==> config.mk <==
export PLATFORM = sky130hd
export DESIGN_NAME = uff_uart
export DESIGN_NICKNAME = d
export VERILOG_FILES = /design/src/hw/uff_pkg.sv /design/src/hw/uff_uart.sv
export SDC_FILE = /design/constraint.sdc
export NUM_CORES = 1
export LEC_CHECK = 0
export BUFFER_PORTS_ARGS = -buffer_cell sky130_fd_sc_hd__clkbuf_2
export CAP_MARGIN = 10
export CORE_UTILIZATION = 40
export DETAILED_ROUTE_END_ITERATION = 12
export SYNTH_ARGS = -nofsm -noshare
export SYNTH_HDL_FRONTEND = slang
export SYNTH_SLANG_ARGS = --single-unit
==> constraint.sdc <==
create_clock -name ref_clk -period 6.65 [get_ports ref_clk]
set_input_delay 0.665 -clock ref_clk [delete_from_list [all_inputs] [get_ports ref_clk]]
set_output_delay 0.665 -clock ref_clk [all_outputs]
set_load 0.01 [all_outputs]
==> src/hw/uff_pkg.sv <==
// Function
// - Transmitter and receiver run at the same time and independently.
// - Writing the data buffer starts a frame.
// - Transmit-done flag sets when the stop bit starts; it is the interrupt request.
// - Extra bit on, parity off: transmit extra-bit control value is sent after data.
// - Parity on: computed parity bit follows data; extra bit unavailable.
// - Frames are accepted only while receive enable is 1.
// - Byte enters the three-entry FIFO only with room and all stop bits high.
// - Byte finishing with a full FIFO is dropped and sets the overrun flag.
// - Byte with any low stop bit is not stored.
// - Storing a byte sets the receive-ready flag, which is the interrupt request.
// - With the address filter on, only frames with extra bit 1 count.
// - Reading the data buffer returns the oldest byte and frees its entry.
// - Clearing receive-ready is ignored while more than one unread byte remains.
// - Receive extra-bit status shows oldest byte's extra bit, else its stop bit.
// - Parity mismatch sets the parity error flag until software clears it.
// - Holding-empty flag shows whether a byte may be written; write only then.
// - Frame: low start, 5 to 8 data bits LSB first, option bit, stop bits.
// - Parity type codes: 00 odd, 01 even, 10 mark, 11 space.
// - Baud timer counts up from reload and reloads on overflow from all ones.
package uff_pkg;

	localparam logic [7:0]  ADDR_CTRL    = 8'h98;
	localparam logic [7:0]  ADDR_DATA    = 8'h99;
	localparam logic [7:0]  ADDR_MODE    = 8'hA9;
	localparam logic [7:0]  ADDR_RLD_LO  = 8'hAC;
	localparam logic [7:0]  ADDR_RLD_HI  = 8'hAD;

	localparam int          CTL_OVR      = 7;
	localparam int          CTL_PERR     = 6;
	localparam int          CTL_REN      = 4;
	localparam int          CTL_TBX      = 3;
	localparam int          CTL_TI       = 1;
	localparam int          CTL_RI       = 0;

	localparam logic [7:0]  MODE_RST     = 8'h0C;
	localparam logic [15:0] RLD_RST      = 16'h0000;
	localparam logic [15:0] TMR_TOP      = 16'hFFFF;
	localparam logic [1:0]  FIFO_DEPTH   = 2'h3;
	localparam logic [2:0]  SYNC_RST     = 3'h7;

	localparam logic [1:0]  PAR_ODD      = 2'h0;
	localparam logic [1:0]  PAR_EVEN     = 2'h1;
	localparam logic [1:0]  PAR_MARK     = 2'h2;
	localparam logic [1:0]  DL_5         = 2'h0;
	localparam logic [1:0]  DL_6         = 2'h1;
	localparam logic [1:0]  DL_7         = 2'h2;
	localparam logic [7:0]  MASK_5       = 8'h1F;
	localparam logic [7:0]  MASK_6       = 8'h3F;
	localparam logic [7:0]  MASK_7       = 8'h7F;
	localparam logic [7:0]  MASK_8       = 8'hFF;
	localparam logic [2:0]  LAST_IDX_5   = 3'h4;

	typedef enum logic [2:0] {
		ST_IDLE  = 3'b000,
		ST_START = 3'b001,
		ST_DATA  = 3'b010,
		ST_XBIT  = 3'b011,
		ST_STOP  = 3'b100
	} uff_state_e;

	typedef struct packed {
		logic [7:0] addr;
		logic       wr;
		logic       rd;
		logic [7:0] wdata;
	} uff_sfr_s;

	typedef struct packed {
		logic       multiproc_filter_enable;
		logic [1:0] parity_type_select;
		logic       parity_enable;
		logic [1:0] data_length_select;
		logic       extra_bit_enable;
		logic       stop2;
	} uff_mode_s;

	typedef struct packed {
		logic       xbit;
		logic [7:0] data;
	} uff_entry_s;

	typedef struct packed {
		logic                  overrun_flag;
		logic                  parity_error_flag;
		logic                  receive_enable_bit;
		logic                  tx_extra_bit;
		logic                  tx_done_flag;
		logic                  rx_ready_flag;
		uff_mode_s             mode;
		logic [15:0]           rld;
		logic [15:0]           btmr;
		logic [15:0]           rtmr;
		logic [2:0]            sync;
		logic                  rx_line;
		logic [7:0]            hold;
		logic                  hold_full;
		uff_state_e            tx_st;
		logic                  tx_half;
		logic [7:0]            tx_sh;
		logic                  tx_xb;
		logic [2:0]            tx_cnt;
		logic                  tx_line;
		uff_state_e            rx_st;
		logic                  rx_half;
		logic [7:0]            rx_sh;
		logic [2:0]            rx_cnt;
		logic                  rx_xb;
		logic                  rx_ok;
		uff_entry_s [2:0]      fifo;
		logic [1:0]            fcnt;
		logic [7:0]            rdata;
	} uff_state_s;

endpackage

==> src/hw/uff_uart.sv <==
`timescale 1ns/1ps
`default_nettype none
module uff_uart
	import uff_pkg::*;
(
	// Clock and reset
	input  wire logic     ref_clk,
	input  wire logic     nrst,
	// Register port
	input  wire uff_sfr_s sfr,
	output logic [7:0]    sfr_rdata,
	// Serial pins
	input  wire logic     serial_in_pin,
	output logic          serial_out_pin,
	// Interrupt requests
	output logic          tx_irq,
	output logic          rx_irq
);

	// Registered state and its next value
	uff_state_s s;
	uff_state_s n;

	// Baud timer overflow strobes
	logic       tovf;
	logic       rovf;

	// Frame shape decoded from the mode register
	logic [2:0] last_idx;
	logic       two_stop;
	logic       opt_bit;
	logic       xb_mode;
	logic [7:0] len_mask;
	// Parity of outgoing and incoming data
	logic       tx_par;
	logic       rx_par;
	// Receive acceptance terms
	logic       stop_ok;
	logic       filt_ok;

	// Parity bit for the selected type over masked data
	function automatic logic calc_par(input logic [7:0] d, input logic [1:0] t);
		case (t)
			PAR_ODD:  calc_par = ~^d;
			PAR_EVEN: calc_par = ^d;
			PAR_MARK: calc_par = 1'b1;
			default:  calc_par = 1'b0;
		endcase
	endfunction

	// Data bits beyond the selected length are masked off
	always_comb begin
		case (s.mode.data_length_select)
			DL_5:    len_mask = MASK_5;
			DL_6:    len_mask = MASK_6;
			DL_7:    len_mask = MASK_7;
			default: len_mask = MASK_8;
		endcase
	end

	assign last_idx = LAST_IDX_5 + {1'b0, s.mode.data_length_select};
	assign two_stop = s.mode.stop2 && (s.mode.data_length_select != DL_5);
	assign opt_bit  = s.mode.parity_enable | s.mode.extra_bit_enable;
	assign xb_mode  = s.mode.extra_bit_enable & ~s.mode.parity_enable;
	assign tovf     = (s.btmr == TMR_TOP);
	assign rovf     = (s.rtmr == TMR_TOP);
	assign tx_par   = calc_par(s.hold & len_mask, s.mode.parity_type_select);
	assign rx_par   = calc_par(s.rx_sh & len_mask, s.mode.parity_type_select);
	assign stop_ok  = s.rx_ok & s.rx_line;
	assign filt_ok  = ~s.mode.multiproc_filter_enable | (xb_mode & s.rx_xb);

	always_comb begin
		n = s;

		// Register writes first, so hardware sets below win
		if (sfr.wr) begin
			case (sfr.addr)
				ADDR_CTRL: begin
					n.overrun_flag       = sfr.wdata[CTL_OVR];
					n.parity_error_flag  = sfr.wdata[CTL_PERR];
					n.receive_enable_bit = sfr.wdata[CTL_REN];
					n.tx_extra_bit       = sfr.wdata[CTL_TBX];
					n.tx_done_flag       = sfr.wdata[CTL_TI];
					n.rx_ready_flag      = sfr.wdata[CTL_RI] | (s.fcnt > 2'h1);
				end
				ADDR_DATA: begin
					if (!s.hold_full) begin
						n.hold      = sfr.wdata;
						n.hold_full = 1'b1;
					end
				end
				ADDR_MODE:   n.mode = uff_mode_s'(sfr.wdata);
				ADDR_RLD_LO: n.rld[7:0] = sfr.wdata;
				ADDR_RLD_HI: n.rld[15:8] = sfr.wdata;
				default: ;
			endcase
		end

		// Register reads; data read pops the oldest entry
		if (sfr.rd) begin
			case (sfr.addr)
				ADDR_CTRL: n.rdata = {s.overrun_flag, s.parity_error_flag, ~s.hold_full,
					s.receive_enable_bit, s.tx_extra_bit, s.fifo[0].xbit,
					s.tx_done_flag, s.rx_ready_flag};
				ADDR_DATA: begin
					n.rdata = s.fifo[0].data;
					if (s.fcnt != 2'h0) begin
						n.fifo[0] = s.fifo[1];
						n.fifo[1] = s.fifo[2];
						n.fcnt    = s.fcnt - 2'h1;
					end
				end
				ADDR_MODE:   n.rdata = s.mode;
				ADDR_RLD_LO: n.rdata = s.rld[7:0];
				ADDR_RLD_HI: n.rdata = s.rld[15:8];
				default:     n.rdata = 8'h00;
			endcase
		end

		// Baud timers: one for transmit, one for receive, each restarted at frame start
		n.btmr = tovf ? s.rld : s.btmr + 16'h0001;
		n.rtmr = rovf ? s.rld : s.rtmr + 16'h0001;

		// Input synchroniser; level accepted when the last two stages agree
		n.sync = {s.sync[1:0], serial_in_pin};
		if (s.sync[1] == s.sync[2]) begin
			n.rx_line = s.sync[2];
		end

		// Transmitter, one bit per two timer overflows
		case (s.tx_st)
			ST_IDLE: begin
				n.tx_line = 1'b1;
				if (s.hold_full && !sfr.wr) begin
					n.tx_sh     = s.hold;
					n.tx_xb     = s.mode.parity_enable ? tx_par : s.tx_extra_bit;
					n.hold_full = 1'b0;
					n.tx_st     = ST_START;
					n.tx_line   = 1'b0;
					n.tx_half   = 1'b0;
					// Timer restarts so the start bit is whole
					n.btmr      = s.rld;
				end
			end
			ST_START, ST_DATA, ST_XBIT, ST_STOP: begin
				if (tovf) begin
					n.tx_half = ~s.tx_half;
					if (s.tx_half) begin
						case (s.tx_st)
							ST_START: begin
								n.tx_st   = ST_DATA;
								n.tx_cnt  = 3'h0;
								n.tx_line = s.tx_sh[0];
							end
							ST_DATA: begin
								n.tx_sh = s.tx_sh >> 1;
								if (s.tx_cnt == last_idx) begin
									n.tx_cnt = 3'h0;
									if (opt_bit) begin
										n.tx_st   = ST_XBIT;
										n.tx_line = s.tx_xb;
									end else begin
										n.tx_st        = ST_STOP;
										n.tx_line      = 1'b1;
										n.tx_done_flag = 1'b1;
									end
								end else begin
									n.tx_cnt  = s.tx_cnt + 3'h1;
									n.tx_line = s.tx_sh[1];
								end
							end
							ST_XBIT: begin
								n.tx_st        = ST_STOP;
								n.tx_line      = 1'b1;
								n.tx_done_flag = 1'b1;
							end
							default: begin
								// Second stop bit only for 6 to 8 data bits
								if (two_stop && s.tx_cnt == 3'h0) begin
									n.tx_cnt = 3'h1;
								end else begin
									n.tx_st = ST_IDLE;
								end
							end
						endcase
					end
				end
			end
			default: n.tx_st = ST_IDLE;
		endcase

		// Receiver, sampling at bit centres
		case (s.rx_st)
			ST_IDLE: begin
				if (s.receive_enable_bit && !s.rx_line) begin
					n.rx_st   = ST_START;
					n.rtmr    = s.rld;
					n.rx_half = 1'b0;
					n.rx_sh   = 8'h00;
				end
			end
			ST_START: begin
				if (rovf) begin
					n.rx_st   = s.rx_line ? ST_IDLE : ST_DATA;
					n.rx_cnt  = 3'h0;
					n.rx_half = 1'b0;
				end
			end
			ST_DATA, ST_XBIT, ST_STOP: begin
				if (rovf) begin
					n.rx_half = ~s.rx_half;
					if (s.rx_half) begin
						case (s.rx_st)
							ST_DATA: begin
								n.rx_sh[s.rx_cnt] = s.rx_line;
								if (s.rx_cnt == last_idx) begin
									n.rx_cnt = 3'h0;
									n.rx_ok  = 1'b1;
									n.rx_st  = opt_bit ? ST_XBIT : ST_STOP;
								end else begin
									n.rx_cnt = s.rx_cnt + 3'h1;
								end
							end
							ST_XBIT: begin
								n.rx_xb = s.rx_line;
								n.rx_st = ST_STOP;
							end
							default: begin
								n.rx_ok = stop_ok;
								if (two_stop && s.rx_cnt == 3'h0) begin
									n.rx_cnt = 3'h1;
								end else begin
									n.rx_st = ST_IDLE;
									if (s.mode.parity_enable && s.rx_xb != rx_par) begin
										n.parity_error_flag = 1'b1;
									end
									// Store, or flag overrun when all entries are taken
									if (stop_ok && filt_ok) begin
										if (n.fcnt == FIFO_DEPTH) begin
											n.overrun_flag = 1'b1;
										end else begin
											n.fifo[n.fcnt].data = s.rx_sh;
											n.fifo[n.fcnt].xbit = xb_mode ? s.rx_xb : 1'b1;
											n.fcnt = n.fcnt + 2'h1;
											n.rx_ready_flag = 1'b1;
										end
									end
								end
							end
						endcase
					end
				end
			end
			default: n.rx_st = ST_IDLE;
		endcase
	end

	always_ff @(posedge ref_clk or negedge nrst) begin
		if (!nrst) begin
			s                    <= '0;
			s.mode               <= uff_mode_s'(MODE_RST);
			s.rld                <= RLD_RST;
			s.btmr               <= RLD_RST;
			s.rtmr               <= RLD_RST;
			s.sync               <= SYNC_RST;
			// Lines idle high out of reset
			s.rx_line            <= 1'b1;
			s.tx_line            <= 1'b1;
			s.tx_st              <= ST_IDLE;
			s.rx_st              <= ST_IDLE;
		end else begin
			s <= n;
		end
	end

	// Outputs straight from flip-flops
	assign sfr_rdata      = s.rdata;
	assign serial_out_pin = s.tx_line;
	assign tx_irq         = s.tx_done_flag;
	assign rx_irq         = s.rx_ready_flag;

endmodule
`default_nettype wire

# Word level (Yosys, flattened, before mapping)
# Cells that the tools add are included.
[word_totals] regBits=146 input_bits=21 wordCells=259
[op_classes] mux=99 bitwise_logic=18 n_addsub=7 n_eq_ne=41 n_lt_le_gt_ge=5 reduce_logical=49
[ops] operator="29-bit two-way mux" n=4
[ops] operator="16-bit two-way mux" n=6
[ops] operator="20-bit two-way mux" n=3
[ops] operator="8-bit two-way mux" n=7
[ops] operator="27-bit bitwise mux" n=2
[ops] operator="46-bit two-way mux" n=1
[ops] operator="42-bit two-way mux" n=1
[ops] operator="8-bit equality test, second input constant" n=5
[ops] operator="8-bit case mux with 5 select lines" n=1
[ops] operator="9-bit demux with 2-bit select" n=2
[ops] operator="3-bit two-way mux" n=11
[ops] operator="16-bit by 1-bit adder with 16-bit output, second input constant" n=2
[ops] operator="16-bit equality test, second input constant" n=2
[ops] operator="30-bit two-way mux" n=1
[ops] operator="28-bit two-way mux" n=1
[ops] operator="1-bit two-way mux" n=27
[ops] operator="3-bit case mux with 3 select lines" n=3
[ops] operator="5-bit AND reduction" n=5
[ops] operator="12-bit two-way mux" n=2
[ops] operator="3-bit case mux with 2 select lines" n=4
[ops] operator="8-bit case mux with 3 select lines" n=1
[ops] operator="2-bit != test, second input constant" n=11
[ops] operator="9-bit case mux with 2 select lines" n=1
[ops] operator="8-bit bitwise AND" n=2
[ops] operator="other kinds (49)" n=114

# Depth between registers and ports, before layout
# Gate-level depths: netlist (run 1).
[depth] ltp_word=17 mapped_depth=9 ltp_nobuf=8

# Worst setup path before layout (run 1)
# No wires, ideal clock.
[synth_path] path_kind="input -> register" from="input sfr[12] in the netlist's numbering" to="register s[18] in the netlist's numbering" arrival_ns=2.104 path_buffers=2 setup_ns=0.136 cell_stages=7 slack_ns=4.410 t_required_ns=6.514 cell_sequence="clkbuf_1 -> nor3b_2 -> nand4_2 -> nor2_4 -> buf_4 -> mux2i_1 -> mux2i_1"
[synth_rtl] item="start: declaration" line="uff_uart.sv:10" source="input wire uff_sfr_s sfr,"
[synth_rtl] item="end signal: assignment" line="uff_uart.sv:272" source="s <= n;"
[synth_rtl] item="end: declaration" line="uff_uart.sv:21" source="uff_state_s s;"

# Final worst setup path (run 1)
[layout_path] from="register s[39] in the netlist's numbering" to="register s[51] in the netlist's numbering"
[layout_between] elab_chain_cells=4
[layout_rtl] item="3-bit zero test" line="uff_uart.sv:230" source="if (two_stop && s.rx_cnt == 3'h0) begin"
[layout_rtl] item="1-bit logical AND" line="uff_uart.sv:230"
[layout_rtl] item="4-bit != test (no line)"
[layout_rtl] item="6-bit AND reduction (no line) *"
# Mark *: on every way between the ends. The rest lies on a longest branch, timed or not.
# A chain may end at the register's enable or synchronous reset.

==> report_table.html, run 1 <==
<table>
<tr><th>Metric</th><th>Value</th></tr>
<tr><th colspan="2">Outcome</th></tr>
<tr><td>Outcome</td><td>finished, final reports clean</td></tr>
<tr><th colspan="2">Routing</th></tr>
<tr><td>Total DRC errors in the routed layout</td><td>0</td></tr>
<tr><td>Routed wire length</td><td>19.5 mm</td></tr>
<tr><td>Post-DR wirelength/cell</td><td>18.9 um</td></tr>
<tr><td>Total via count in the routed design</td><td>5782</td></tr>
<tr><td>Number of nets still failing antenna checks after routing</td><td>0</td></tr>
<tr><td>Via/cell ratio</td><td>5.62</td></tr>
<tr><td>Iteration count of the initial detailed-routing pass</td><td>6</td></tr>
<tr><td>Number of DRC violations after detailed-routing iteration 0</td><td>roughly 450</td></tr>
<tr><th colspan="2">Timing</th></tr>
<tr><td>Worst path setup slack after routing</td><td>4.11 ns</td></tr>
<tr><td>Final critical-path required period</td><td>roughly 2.5 ns</td></tr>
<tr><td>Final count of negative-setup-slack endpoints</td><td>0</td></tr>
<tr><td>Clock skew after layout</td><td>0.00696 ns</td></tr>
<tr><td>RSZ-0062 raised after global routing</td><td>false</td></tr>
<tr><td>Worst Tran Pin Value</td><td>1.04 ns</td></tr>
<tr><td>Post-route fraction of the period consumed by the critical path</td><td>38.2%</td></tr>
<tr><td>Setup tns final</td><td>0 ns</td></tr>
<tr><td>Max-slew violation count</td><td>0</td></tr>
<tr><td>Total count of hold-check failures in the final report</td><td>0</td></tr>
<tr><td>Post-Route Hold Slack</td><td>0.248 ns</td></tr>
<tr><td>Remaining max-slew budget at the tightest pin</td><td>30.3%</td></tr>
<tr><td>Peak clock frequency supported by timing</td><td>just under 400 MHz</td></tr>
<tr><th colspan="2">Hold path</th></tr>
<tr><td>Path category of the worst min-delay check</td><td>in2async</td></tr>
<tr><th colspan="2">Setup path</th></tr>
<tr><td>Worst reg2reg setup slack</td><td>approximately 4 ns</td></tr>
<tr><td>Arrival @ worst endpoint</td><td>2.85 ns</td></tr>
<tr><td>Critical path endpoint category</td><td>register</td></tr>
<tr><td>Required time reported for the critical path endpoint</td><td>6.96 ns</td></tr>
<tr><td>Reg2reg end</td><td>s[51]</td></tr>
<tr><td>Number of cells on the worst reg-to-reg path</td><td>7</td></tr>
<tr><td>Critical Path Fanout Max</td><td>9</td></tr>
<tr><td>Worst reg2reg startpoint</td><td>s[39]</td></tr>
<tr><td>Element type at the critical path start</td><td>register</td></tr>
<tr><td>Critical Setup Path Class</td><td>reg2reg</td></tr>
<tr><th colspan="2">CTS</th></tr>
<tr><td>CTS resizes</td><td>0</td></tr>
<tr><td>CTS Buffer Depth</td><td>2</td></tr>
<tr><td>CTS tree</td><td>done</td></tr>
<tr><td>H-tree depth</td><td>4</td></tr>
<tr><td>Buffer type at the clock tree root</td><td>sky130_fd_sc_hd__clkbuf_16</td></tr>
<tr><td>Skew-Pair Late Insertion Delay</td><td>between 0.4 and 0.5 ns</td></tr>
<tr><td>Clock transition at path regs</td><td>0.06 ns</td></tr>
<tr><td>Number of hold-repair buffers added at the cts stage</td><td>0</td></tr>
<tr><td>Setup Buffers After CTS</td><td>0</td></tr>
<tr><td>Total CTS buffers</td><td>17</td></tr>
<tr><td>Clock Sinks</td><td>146</td></tr>
<tr><th colspan="2">GRT</th></tr>
<tr><td>Vias in the first global route</td><td>5717</td></tr>
<tr><td>First-pass GRT wire length</td><td>31.2 mm</td></tr>
<tr><td>Largest net degree at the start of global routing</td><td>82</td></tr>
<tr><td>Total congestion overflow after global routing</td><td>0</td></tr>
<tr><td>Antenna violations before repair</td><td>0</td></tr>
<tr><td>Total global routing track utilization</td><td>20.6%</td></tr>
<tr><th colspan="2">Placement</th></tr>
<tr><td>Number of I/O port buffers</td><td>31</td></tr>
<tr><td>Half-perimeter wire length of the detailed placement result</td><td>13.5 mm</td></tr>
<tr><td>Placed cell count</td><td>999</td></tr>
<tr><td>Routability Congestion</td><td>roughly 0.9</td></tr>
<tr><td>Post-place instance area</td><td>roughly 0.0080 mm^2</td></tr>
<tr><td>Worst setup timing slack at the placement stage</td><td>4.00 ns</td></tr>
<tr><th colspan="2">Power</th></tr>
<tr><td>Power Dens Cells</td><td>243 mW/mm^2</td></tr>
<tr><td>Register share of total power</td><td>47.5%</td></tr>
<tr><td>Power share of the combinational group</td><td>7.2%</td></tr>
<tr><td>Clk pwr share</td><td>45.2%</td></tr>
<tr><td>Worst supply voltage drop on vdd</td><td>0.177 mV</td></tr>
<tr><td>Internal</td><td>1.56 mW</td></tr>
<tr><td>Lkg Pwr</td><td>3.67 nW</td></tr>
<tr><td>Switching power</td><td>about 0.52 mW</td></tr>
<tr><td>Total Power</td><td>2.08 mW</td></tr>
<tr><td>Switching share of power</td><td>25.2%</td></tr>
<tr><th colspan="2">Synth</th></tr>
<tr><td>Sequential-to-total area share from yosys stat</td><td>between 40% and 50%</td></tr>
<tr><td>Count of state elements after synthesis</td><td>146</td></tr>
<tr><td>Ys async rst share</td><td>100%</td></tr>
<tr><td>Post-synthesis cell area</td><td>around 0.0077 mm^2</td></tr>
<tr><td>Total nets after synthesis</td><td>774</td></tr>
<tr><td>Count of unique library cells instantiated by Yosys</td><td>72</td></tr>
<tr><td>Count of warnings emitted by yosys</td><td>0</td></tr>
<tr><td>Count of flip-flops with a built-in enable after synthesis</td><td>0</td></tr>
<tr><td>Primary FF master, synth</td><td>sky130_fd_sc_hd__dfrtp_1</td></tr>
<tr><td>Post-Synthesis Mean Instance Area</td><td>10.3 um^2</td></tr>
<tr><td>Post-Synthesis Cells</td><td>747</td></tr>
<tr><th colspan="2">Job</th></tr>
<tr><td>Max-capacitance violation count</td><td>0</td></tr>
<tr><th colspan="2">Finish</th></tr>
<tr><td>Final Core Density</td><td>45.6%</td></tr>
<tr><td>Post-layout net count</td><td>between 700 and 800</td></tr>
<tr><td>Most common cell after layout, fill and taps aside</td><td>sky130_fd_sc_hd__dfrtp_1</td></tr>
<tr><td>Commonest cells after routing, fill and taps aside</td><td>sky130_fd_sc_hd__dfrtp_1 (139), sky130_fd_sc_hd__nand2_1 (83), sky130_fd_sc_hd__o21ai_0 (64), sky130_fd_sc_hd__mux2_2 (57), sky130_fd_sc_hd__nor2_1 (54)</td></tr>
<tr><td>Non-Filler Instances</td><td>1029</td></tr>
<tr><td>Antenna diodes</td><td>0</td></tr>
<tr><td>Layout cells sized above 1</td><td>19.5%</td></tr>
<tr><td>Final design instance area without fill</td><td>0.00858 mm^2</td></tr>
<tr><td>Layout-stage area growth over the synthesis result</td><td>11.2%</td></tr>
<tr><th colspan="2">Floorplanning</th></tr>
<tr><td>Die height</td><td>141 um</td></tr>
<tr><td>Area of the core</td><td>0.0188 mm^2</td></tr>
<tr><td>Starting Density</td><td>41.0%</td></tr>
<tr><td>Width of the chip</td><td>141 um</td></tr>
<tr><td>Row count</td><td>50</td></tr>
<tr><td>Ports placed on the boundary</td><td>32</td></tr>
<tr><td>Overall die area</td><td>around 0.020 mm^2</td></tr>
</table>
## synth_stat cells, types with 5 or more instances
library cell | n | area [um^2]
sky130_fd_sc_hd__and3_1 | 7 | 43.8
sky130_fd_sc_hd__a21oi_1 | 31 | 155
sky130_fd_sc_hd__a22o_1 | 10 | 87.6
sky130_fd_sc_hd__mux2_2 | 57 | 642
sky130_fd_sc_hd__o31ai_1 | 5 | 37.5
sky130_fd_sc_hd__dfstp_2 | 7 | 184
sky130_fd_sc_hd__nand4_1 | 6 | 37.5
sky130_fd_sc_hd__xor2_1 | 19 | 166
sky130_fd_sc_hd__nand3_1 | 20 | 100
sky130_fd_sc_hd__nand2_1 | 83 | 312
sky130_fd_sc_hd__o21ai_0 | 64 | 320
sky130_fd_sc_hd__dfrtp_1 | 139 | 3480
sky130_fd_sc_hd__clkbuf_1 | 22 | 82.6
sky130_fd_sc_hd__inv_1 | 11 | 41.3
sky130_fd_sc_hd__ha_1 | 6 | 75.1
sky130_fd_sc_hd__and4_1 | 9 | 78.8
sky130_fd_sc_hd__nor3b_1 | 7 | 52.6
sky130_fd_sc_hd__buf_4 | 9 | 67.6
sky130_fd_sc_hd__nand2b_1 | 10 | 62.6
sky130_fd_sc_hd__buf_2 | 6 | 30.0
sky130_fd_sc_hd__a22oi_1 | 12 | 90.1
sky130_fd_sc_hd__nor3_1 | 10 | 50.1
sky130_fd_sc_hd__nor2_1 | 54 | 203
sky130_fd_sc_hd__xnor2_1 | 25 | 219
sky130_fd_sc_hd__mux2i_1 | 29 | 290
sky130_fd_sc_hd__a31oi_1 | 9 | 56.3
## how the worst max path moves through the flow
| stage | start | end | slack, ns |
|---|---|---|---|
| after floorplan | sfr[12] | s[18] | 4.41 |
| after global placement | sfr[16] | s[124] | 4.05 |
| after detailed placement | sfr[16] | s[143] | 4.00 |
| after CTS | s[84] | s[11] | 4.15 |
| after global routing | s[40] | s[23] | 3.95 |
| final | s[39] | s[51] | 4.11 |
## routing by layer
layer	global-route usage, %	vias up	part of all wire, %
li1	-	2708	-
met1	27.1	2882	45
met2	33.6	160	48
met3	4.31	32	4.1
met4	7.21	0	2.3
met5	0	-	0
## final cells by class
cell class                      count  area, um^2
Clock buffer                       18         439
Clock inverter                     12         135
Fill cell                        1760       10200
Inverter                           11        41.3
Multi-Input combinational cell    550        3810
Sequential cell                   146        3660
Tap cell                          260         325
Timing Repair Buffer               32         169
## state kept, by name, summed over array words and instances, names as in the netlist
register / count
n: 2
rx_irq: 1
s: 133
serial_out_pin: 1
sfr_rdata: 8
tx_irq: 1
## critical path, cell delays in order, from the launching register on
cell,delay [ns]
sky130_fd_sc_hd__dfrtp_1,0.51
sky130_fd_sc_hd__inv_1,0.19
sky130_fd_sc_hd__ha_1,0.19
sky130_fd_sc_hd__nor3b_1,0.70
sky130_fd_sc_hd__nor2_1,0.16
sky130_fd_sc_hd__o21ai_1,0.32
sky130_fd_sc_hd__nor4b_1,0.10
sky130_fd_sc_hd__a211o_1,0.25
## power groups by stage
stage / logic (mW) / clock network, mW / registers (mW)
floorplan: 0.111 / 0 / 0.979
global placement: 0.142 / 0 / 1.00
detailed placement: 0.151 / 0 / 1.00
CTS: 0.153 / 0.958 / 0.989
global route: 0.168 / 0.993 / 0.995
finish: 0.150 / 0.943 / 0.991
## kinds of logic (layout without fill, tap and decap cells)
| family | count (synthesis) | count (layout) | share of synthesized area [%] |
|---|---|---|---|
| mux | 86 | 86 | 12.1 |
| flops | 146 | 146 | 47.4 |
| fa+ha+maj | 7 | 7 | 1.10 |
| compound gates | 160 | 160 | 13.1 |
| xor+xnor | 47 | 47 | 5.79 |
| simple gates | 250 | 250 | 17.2 |
| buf+inv | 51 | 73 | 3.21 |
Power figures use the tool's default switching activity.
==> run 2: changes to the inputs <==
- clock period: 6.65 -> 2.35 ns (I/O delays scaled with it)
==> report_table.html, run 2 (synthesis results as in run 1) <==
<table>
<tr><th>Metric</th><th>Value</th></tr>
<tr><th colspan="2">Finish</th></tr>
<tr><td>Area of the multi-input gates</td><td>0.00385 mm^2 (+1.1%)</td></tr>
<tr><td>Commonest cells after routing, fill and taps aside</td><td>sky130_fd_sc_hd__dfrtp_1 (139), sky130_fd_sc_hd__nand2_1 (83), sky130_fd_sc_hd__o21ai_0 (64), sky130_fd_sc_hd__mux2_2 (57), sky130_fd_sc_hd__nor2_1 (54)</td></tr>
<tr><td>Layout-stage area growth over the synthesis result</td><td>16.1%</td></tr>
<tr><td>Register Area</td><td>0.00366 mm^2 (unchanged)</td></tr>
<tr><td>Final design instance area without fill</td><td>0.00896 mm^2 (+4.4%)</td></tr>
<tr><td>Most common cell after layout, fill and taps aside</td><td>sky130_fd_sc_hd__dfrtp_1</td></tr>
<tr><td>Post-layout net count</td><td>830 (+5.7%)</td></tr>
<tr><td>Non-Filler Instances</td><td>1075 (+4.5%)</td></tr>
<tr><td>Max FFs per register</td><td>133 (unchanged)</td></tr>
<tr><td>Layout cells sized above 1</td><td>24.4% (+4.9 points)</td></tr>
<tr><td>Top register by number of flip-flops</td><td>s</td></tr>
<tr><td>Antenna diodes</td><td>0 (unchanged)</td></tr>
<tr><td>Final Core Density</td><td>47.6% (+2.0 points)</td></tr>
<tr><td>Layout filler cell count</td><td>1742 (-1.0%)</td></tr>
<tr><th colspan="2">Timing</th></tr>
<tr><td>Final count of negative-setup-slack endpoints</td><td>0 (unchanged)</td></tr>
<tr><td>Remaining max-slew budget at the tightest pin</td><td>57.5% (+27 points)</td></tr>
<tr><td>Worst Tran Pin Value</td><td>0.635 ns (-0.410 ns)</td></tr>
<tr><td>Post-route fraction of the period consumed by the critical path</td><td>94.8% (+57 points)</td></tr>
<tr><td>Final critical-path required period</td><td>2.23 ns (-0.312 ns)</td></tr>
<tr><td>Worst path setup slack after routing</td><td>0.123 ns (-3.99 ns)</td></tr>
<tr><td>Peak clock frequency supported by timing</td><td>449 MHz (+14%)</td></tr>
<tr><td>Max-slew violation count</td><td>0 (unchanged)</td></tr>
<tr><td>Clock skew after layout</td><td>0.00781 ns (+0.000850 ns)</td></tr>
<tr><td>Total count of hold-check failures in the final report</td><td>0 (unchanged)</td></tr>
<tr><th colspan="2">Outcome</th></tr>
<tr><td>Outcome</td><td>finished, final reports clean</td></tr>
<tr><th colspan="2">Setup path</th></tr>
<tr><td>Worst-path cell chain</td><td>ha_2, and4_4, nand4_1, a2111oi_4, buf_6, nand3_2, mux2_2</td></tr>
<tr><td>Worst path bufs/invs</td><td>1 (unchanged)</td></tr>
<tr><td>Critical Setup Path Class</td><td>reg2reg</td></tr>
<tr><td>Arrival @ worst endpoint</td><td>2.53 ns (-0.32 ns)</td></tr>
<tr><td>Required time reported for the critical path endpoint</td><td>2.66 ns (-4.30 ns)</td></tr>
<tr><td>Critical Path Fanout Max</td><td>6 (-3)</td></tr>
<tr><td>Cell family with most CP delay</td><td>simple AND/OR/NAND/NOR gates</td></tr>
<tr><td>Standard cell with the maximum stage delay on the critical path</td><td>sky130_fd_sc_hd__a2111oi_4</td></tr>
<tr><td>Critical path endpoint category</td><td>register</td></tr>
<tr><td>Element type at the critical path start</td><td>register</td></tr>
<tr><td>Largest stage delay on the critical path</td><td>0.39 ns (-0.31 ns)</td></tr>
<tr><th colspan="2">CTS</th></tr>
<tr><td>Clock Sinks</td><td>146 (unchanged)</td></tr>
<tr><td>Skew-Pair Late Insertion Delay</td><td>0.42 ns (about the same)</td></tr>
<tr><td>Clock transition at path regs</td><td>0.06 ns (about the same)</td></tr>
<tr><td>CTS tree</td><td>done</td></tr>
<tr><td>H-tree depth</td><td>4 (unchanged)</td></tr>
<tr><td>CTS Buffer Depth</td><td>2 (unchanged)</td></tr>
<tr><td>Buffer type at the clock tree root</td><td>sky130_fd_sc_hd__clkbuf_16</td></tr>
<tr><td>Total CTS buffers</td><td>17 (unchanged)</td></tr>
<tr><th colspan="2">GRT</th></tr>
<tr><td>Total global routing track utilization</td><td>20.5% (-0.041 points)</td></tr>
<tr><td>Total congestion overflow after global routing</td><td>0 (unchanged)</td></tr>
<tr><td>Vias in the first global route</td><td>5786 (+1.2%)</td></tr>
<tr><td>Largest net degree at the start of global routing</td><td>62 (-24%)</td></tr>
<tr><td>Antenna violations before repair</td><td>0 (unchanged)</td></tr>
<tr><td>First-pass GRT wire length</td><td>31.4 mm (+0.51%)</td></tr>
<tr><th colspan="2">Placement</th></tr>
<tr><td>Routability Congestion</td><td>0.884 (-0.65%)</td></tr>
<tr><td>Placed cell count</td><td>1039 (+4.0%)</td></tr>
<tr><td>Post-place instance area</td><td>0.00832 mm^2 (+3.9%)</td></tr>
<tr><td>Worst setup timing slack at the placement stage</td><td>-0.0133 ns (-4.01 ns)</td></tr>
<tr><td>Half-perimeter wire length of the detailed placement result</td><td>13.8 mm (+2.0%)</td></tr>
<tr><td>Number of I/O port buffers</td><td>31 (unchanged)</td></tr>
<tr><th colspan="2">Floorplanning</th></tr>
<tr><td>Ports placed on the boundary</td><td>32 (unchanged)</td></tr>
<tr><td>Die height</td><td>141 um (unchanged)</td></tr>
<tr><td>Area of the core</td><td>0.0188 mm^2 (unchanged)</td></tr>
<tr><td>Overall die area</td><td>0.0199 mm^2 (unchanged)</td></tr>
<tr><td>Width of the chip</td><td>141 um (unchanged)</td></tr>
<tr><td>Row count</td><td>50 (unchanged)</td></tr>
<tr><td>Starting Density</td><td>41.0% (unchanged)</td></tr>
<tr><th colspan="2">Routing</th></tr>
<tr><td>Iteration count of the initial detailed-routing pass</td><td>7 (+1)</td></tr>
<tr><td>Total DRC errors in the routed layout</td><td>0 (unchanged)</td></tr>
<tr><td>Post-DR wirelength/cell</td><td>18.0 um (-5.0%)</td></tr>
<tr><td>Total via count in the routed design</td><td>5839 (+0.99%)</td></tr>
<tr><td>Via/cell ratio</td><td>5.43 (-3.3%)</td></tr>
<tr><td>Routed wire length</td><td>19.3 mm (-0.80%)</td></tr>
<tr><td>Number of DRC violations after detailed-routing iteration 0</td><td>337 (-25%)</td></tr>
<tr><td>Number of nets still failing antenna checks after routing</td><td>0 (unchanged)</td></tr>
<tr><th colspan="2">Power</th></tr>
<tr><td>Worst supply voltage drop on vdd</td><td>0.521 mV (+190%)</td></tr>
<tr><td>Lkg Pwr</td><td>3.89 nW (+6.2%)</td></tr>
<tr><td>Power Dens Cells</td><td>652 mW/mm^2 (+170%)</td></tr>
<tr><th colspan="2">Job</th></tr>
<tr><td>Max-capacitance violation count</td><td>0 (unchanged)</td></tr>
<tr><th colspan="2">Hold path</th></tr>
<tr><td>Path category of the worst min-delay check</td><td>in2reg</td></tr>
</table>
[run 2: cell count changes in the layout (fill, tap and decap cells not counted), moves of 2 or more]
cell / delta
sky130_fd_sc_hd__buf_4: +40
sky130_fd_sc_hd__clkinv_2: +2
sky130_fd_sc_hd__clkinv_4: -3
sky130_fd_sc_hd__dlygate4sd3_1: +2
sky130_fd_sc_hd__ha_1: -2
sky130_fd_sc_hd__ha_2: +2
sky130_fd_sc_hd__inv_6: +2
[run 2: worst paths after layout]
path / startpoint / end / slack, ns / depth (start not counted)
setup / recovery: s[84] / s[34] / 0.12 / 7
hold / removal: sfr[2] / s[74] / 0.13 / 2
setup reg to reg: s[84] / s[34] / 0.12 / 7
hold reg to reg: n[82] / n[83] / 0.36 / 0
max in group asynchronous: nrst / s[128] / 1.23 / 3
min in group asynchronous: nrst / s[105] / 0.37 / 2
[run 2: metal layers]
metal	share of wire (%)	vias to the layer above	GRT usage (%)	wire [um]
met2	50	116	35.0	9600
met4	1.4	0	5.89	262
li1	-	2790	-	-
met3	3.9	22	3.77	760
met5	0	-	0	0
met1	45	2911	26.7	8680
[run 2: per-stage QoR]
step / TNS (ns) / power [mW] / hold WS, ns
after floorplan: 0 / 3.08 / -0.0606
after global placement: 0 / 3.26 / 0.259
after detailed placement: -0.0253 / 3.29 / 0.267
after CTS: 0 / 5.89 / 0.118
after global routing: -0.0181 / 6.08 / 0.131
final: 0 / 5.85 / 0.128
[run 2: layout make-up]
cell class / instances / share of cell area (%)
clock inverter: 12 / 1.19
sequential: 146 / 40.9
inverter: 11 / 0.461
timing repair buffer: 76 / 5.81
clock buffer: 19 / 5.06
multi-input combinational: 551 / 43.0
tap: 260 / 3.63
[run 2: timing repair]
item | CTS | global route
endpoints found under the setup margin | 2 | 23
pin swaps | 0 | 4
cloned | 0 | 1
buffers inserted | 0 | 2
resized for setup | 1 | 8
hold buffers | 2 | 0
hold endpoints to repair | 54 | 0
[run 2: power by group]
part | switching [mW] | leakage, nW | internal [mW]
sequential | 0.144 | 1.94 | 2.64
combinational | 0.259 | 1.67 | 0.218
clock | 1.08 | 0.280 | 1.51
total | 1.48 | 3.89 | 4.37
==> run 3: changes to the inputs <==
- PLACE_DENSITY_LB_ADDON: unset -> 0.25
==> report_table.html, run 3 (synthesis results as in run 1) <==
<table>
<tr><th>Metric</th><th>Value</th></tr>
<tr><th colspan="2">Placement</th></tr>
<tr><td>Number of I/O port buffers</td><td>31 (unchanged)</td></tr>
<tr><td>Half-perimeter wire length of the detailed placement result</td><td>14.0 mm (+1.5%)</td></tr>
<tr><td>Placed cell count</td><td>1038 (-0.096%)</td></tr>
<tr><td>Routability Congestion</td><td>0.900 (+1.8%)</td></tr>
<tr><th colspan="2">Finish</th></tr>
<tr><td>Non-Filler Instances</td><td>1073 (-0.19%)</td></tr>
<tr><td>Most common cell after layout, fill and taps aside</td><td>sky130_fd_sc_hd__dfrtp_1</td></tr>
<tr><td>Antenna diodes</td><td>0 (unchanged)</td></tr>
<tr><td>Final Core Density</td><td>47.6% (about the same)</td></tr>
<tr><td>Post-layout net count</td><td>827 (-0.36%)</td></tr>
<tr><td>Top register by number of flip-flops</td><td>s</td></tr>
<tr><td>Commonest cells after routing, fill and taps aside</td><td>sky130_fd_sc_hd__dfrtp_1 (139), sky130_fd_sc_hd__nand2_1 (83), sky130_fd_sc_hd__o21ai_0 (64), sky130_fd_sc_hd__mux2_2 (57), sky130_fd_sc_hd__nor2_1 (54)</td></tr>
<tr><td>Max FFs per register</td><td>133 (unchanged)</td></tr>
<tr><td>Layout cells sized above 1</td><td>24.2% (-0.19 points)</td></tr>
<tr><td>Layout-stage area growth over the synthesis result</td><td>16.0% (about the same)</td></tr>
<tr><th colspan="2">Setup path</th></tr>
<tr><td>Worst reg2reg setup slack</td><td>0.12 ns (about the same)</td></tr>
<tr><td>Element type at the critical path start</td><td>register</td></tr>
<tr><td>Number of cells on the worst reg-to-reg path</td><td>7 (unchanged)</td></tr>
<tr><td>Worst reg2reg startpoint</td><td>s[100]</td></tr>
<tr><td>Arrival @ worst endpoint</td><td>2.55 ns (+0.02 ns)</td></tr>
<tr><td>Critical path endpoint category</td><td>register</td></tr>
<tr><td>Required time reported for the critical path endpoint</td><td>2.67 ns (about the same)</td></tr>
<tr><td>Critical Setup Path Class</td><td>reg2reg</td></tr>
<tr><td>Reg2reg end</td><td>s[70]</td></tr>
<tr><td>End of the critical path</td><td>s[70]</td></tr>
<tr><td>Worst setup path start</td><td>s[100]</td></tr>
<tr><td>Critical Path Fanout Max</td><td>4 (-2)</td></tr>
<tr><th colspan="2">Timing</th></tr>
<tr><td>Setup tns final</td><td>0 ns (unchanged)</td></tr>
<tr><td>Max-slew violation count</td><td>0 (unchanged)</td></tr>
<tr><td>Remaining max-slew budget at the tightest pin</td><td>53.0% (-4.5 points)</td></tr>
<tr><td>Peak clock frequency supported by timing</td><td>448 MHz (-0.22%)</td></tr>
<tr><td>Clock skew after layout</td><td>0.0146 ns (+0.00679 ns)</td></tr>
<tr><td>Post-Route Hold Slack</td><td>0.120 ns (-0.00781 ns)</td></tr>
<tr><td>Final critical-path required period</td><td>2.23 ns (+0.00482 ns)</td></tr>
<tr><td>RSZ-0062 raised after global routing</td><td>false</td></tr>
<tr><td>Total count of hold-check failures in the final report</td><td>0 (unchanged)</td></tr>
<tr><td>Post-route fraction of the period consumed by the critical path</td><td>95.0% (+0.21 points)</td></tr>
<tr><td>Worst Tran Pin Value</td><td>0.703 ns (+0.0677 ns)</td></tr>
<tr><td>Final count of negative-setup-slack endpoints</td><td>0 (unchanged)</td></tr>
<tr><th colspan="2">GRT</th></tr>
<tr><td>Largest net degree at the start of global routing</td><td>69 (+11%)</td></tr>
<tr><td>Total global routing track utilization</td><td>21.4% (+0.87 points)</td></tr>
<tr><td>Antenna violations before repair</td><td>0 (unchanged)</td></tr>
<tr><td>Vias in the first global route</td><td>6066 (+4.8%)</td></tr>
<tr><td>Total congestion overflow after global routing</td><td>0 (unchanged)</td></tr>
<tr><td>First-pass GRT wire length</td><td>32.5 mm (+3.6%)</td></tr>
<tr><th colspan="2">Power</th></tr>
<tr><td>Register share of total power</td><td>46.1% (-1.5 points)</td></tr>
<tr><td>Worst supply voltage drop on vdd</td><td>0.506 mV (-2.7%)</td></tr>
<tr><td>Switching power</td><td>1.57 mW (+5.7%)</td></tr>
<tr><td>Internal</td><td>4.45 mW (+1.9%)</td></tr>
<tr><td>Clk pwr share</td><td>45.8% (+1.6 points)</td></tr>
<tr><td>Switching share of power</td><td>26.0% (+0.71 points)</td></tr>
<tr><td>Power Dens Cells</td><td>671 mW/mm^2 (+2.9%)</td></tr>
<tr><td>Lkg Pwr</td><td>3.88 nW (-0.22%)</td></tr>
<tr><td>Total Power</td><td>6.01 mW (+2.9%)</td></tr>
<tr><td>Power share of the combinational group</td><td>8.1% (about the same)</td></tr>
<tr><th colspan="2">Routing</th></tr>
<tr><td>Via/cell ratio</td><td>5.48 (+0.80%)</td></tr>
<tr><td>Post-DR wirelength/cell</td><td>18.2 um (+1.5%)</td></tr>
<tr><td>Routed wire length</td><td>19.5 mm (+1.3%)</td></tr>
<tr><td>Number of DRC violations after detailed-routing iteration 0</td><td>276 (-18%)</td></tr>
<tr><td>Iteration count of the initial detailed-routing pass</td><td>7 (unchanged)</td></tr>
<tr><td>Total DRC errors in the routed layout</td><td>0 (unchanged)</td></tr>
<tr><td>Number of nets still failing antenna checks after routing</td><td>0 (unchanged)</td></tr>
<tr><td>Total via count in the routed design</td><td>5875 (+0.62%)</td></tr>
<tr><th colspan="2">Floorplanning</th></tr>
<tr><td>Ports placed on the boundary</td><td>32 (unchanged)</td></tr>
<tr><td>Area of the core</td><td>0.0188 mm^2 (unchanged)</td></tr>
<tr><td>Overall die area</td><td>0.0199 mm^2 (unchanged)</td></tr>
<tr><td>Width of the chip</td><td>141 um (unchanged)</td></tr>
<tr><td>Die height</td><td>141 um (unchanged)</td></tr>
<tr><td>Row count</td><td>50 (unchanged)</td></tr>
<tr><td>Starting Density</td><td>41.0% (unchanged)</td></tr>
<tr><th colspan="2">CTS</th></tr>
<tr><td>Total CTS buffers</td><td>17 (unchanged)</td></tr>
<tr><td>Buffer type at the clock tree root</td><td>sky130_fd_sc_hd__clkbuf_16</td></tr>
<tr><td>CTS Buffer Depth</td><td>2 (unchanged)</td></tr>
<tr><td>H-tree depth</td><td>4 (unchanged)</td></tr>
<tr><td>Clock Sinks</td><td>146 (unchanged)</td></tr>
<tr><td>Clock transition at path regs</td><td>0.06 ns (about the same)</td></tr>
<tr><td>Skew-Pair Late Insertion Delay</td><td>0.44 ns (+0.02 ns)</td></tr>
<tr><td>CTS tree</td><td>done</td></tr>
<tr><th colspan="2">Outcome</th></tr>
<tr><td>Outcome</td><td>finished, final reports clean</td></tr>
<tr><th colspan="2">Job</th></tr>
<tr><td>Max-capacitance violation count</td><td>0 (unchanged)</td></tr>
<tr><th colspan="2">Hold path</th></tr>
<tr><td>Path category of the worst min-delay check</td><td>in2reg</td></tr>
</table>
[run 3: through the flow]
stage	instance area, um^2	worst slack (ns)
2_1_floorplan	7720	0.193
3_3_place_gp	8310	0.127
5_1_grt	8960	0.00754
3_5_place_dp	8310	0.0381
6_report	8960	0.118
4_1_cts	8930	0.0155
[run 3: repair_timing]
action | in CTS | in global routing
hold endpoints to repair | 64 | 0
hold buffers | 2 | 0
endpoints found under the setup margin | 0 | 32
resized for setup | 0 | 6
setup buffers | 0 | 1
[run 3: how the worst min path moves through the flow]
stage	startpoint	endpoint	cells after the start
CTS	sfr[5]	s[77]	2
floorplan	nrst	rx_irq	0
global route	sfr[2]	s[126]	2
detailed placement	nrst	s[105]	1
global placement	nrst	s[102]	1
finish	sfr[5]	s[77]	2
[run 3: metal layers]
layer	up-vias	GRT usage (%)	wire (um)
met2	123	35.3	9550
met3	19	4.38	743
met1	2936	28.4	8970
li1	2797	-	-
met5	-	0	0
met4	0	6.35	277
[run 3: final cells by class]
| type | instances | area [um^2] |
|---|---|---|
| fillers | 1738 | 9870 |
| repair buffers | 74 | 502 |
| well taps | 260 | 325 |
| multi-input cells | 550 | 3830 |
| clock buffers | 17 | 425 |
| flip-flops and latches | 146 | 3660 |
| clock inverters | 15 | 173 |
| inverters | 11 | 41.3 |
[run 3: critical path, cell delays in order (launching register included)]
cell,delay [ns]
sky130_fd_sc_hd__dfrtp_1,0.40
sky130_fd_sc_hd__ha_2,0.21
sky130_fd_sc_hd__and4_1,0.24
sky130_fd_sc_hd__and3_2,0.21
sky130_fd_sc_hd__nand4_2,0.17
sky130_fd_sc_hd__a22o_1,0.25
sky130_fd_sc_hd__a311oi_2,0.25
sky130_fd_sc_hd__mux2_2,0.38
[run 3: power groups by stage]
stage          registers (mW)  logic, mW  clock network [mW]
3_3_place_gp             2.80      0.465                   0
4_1_cts                  2.77      0.491                2.82
2_1_floorplan            2.77      0.314                   0
3_5_place_dp             2.81      0.488                   0
6_report                 2.77      0.489                2.75
5_1_grt                  2.79      0.554                2.93
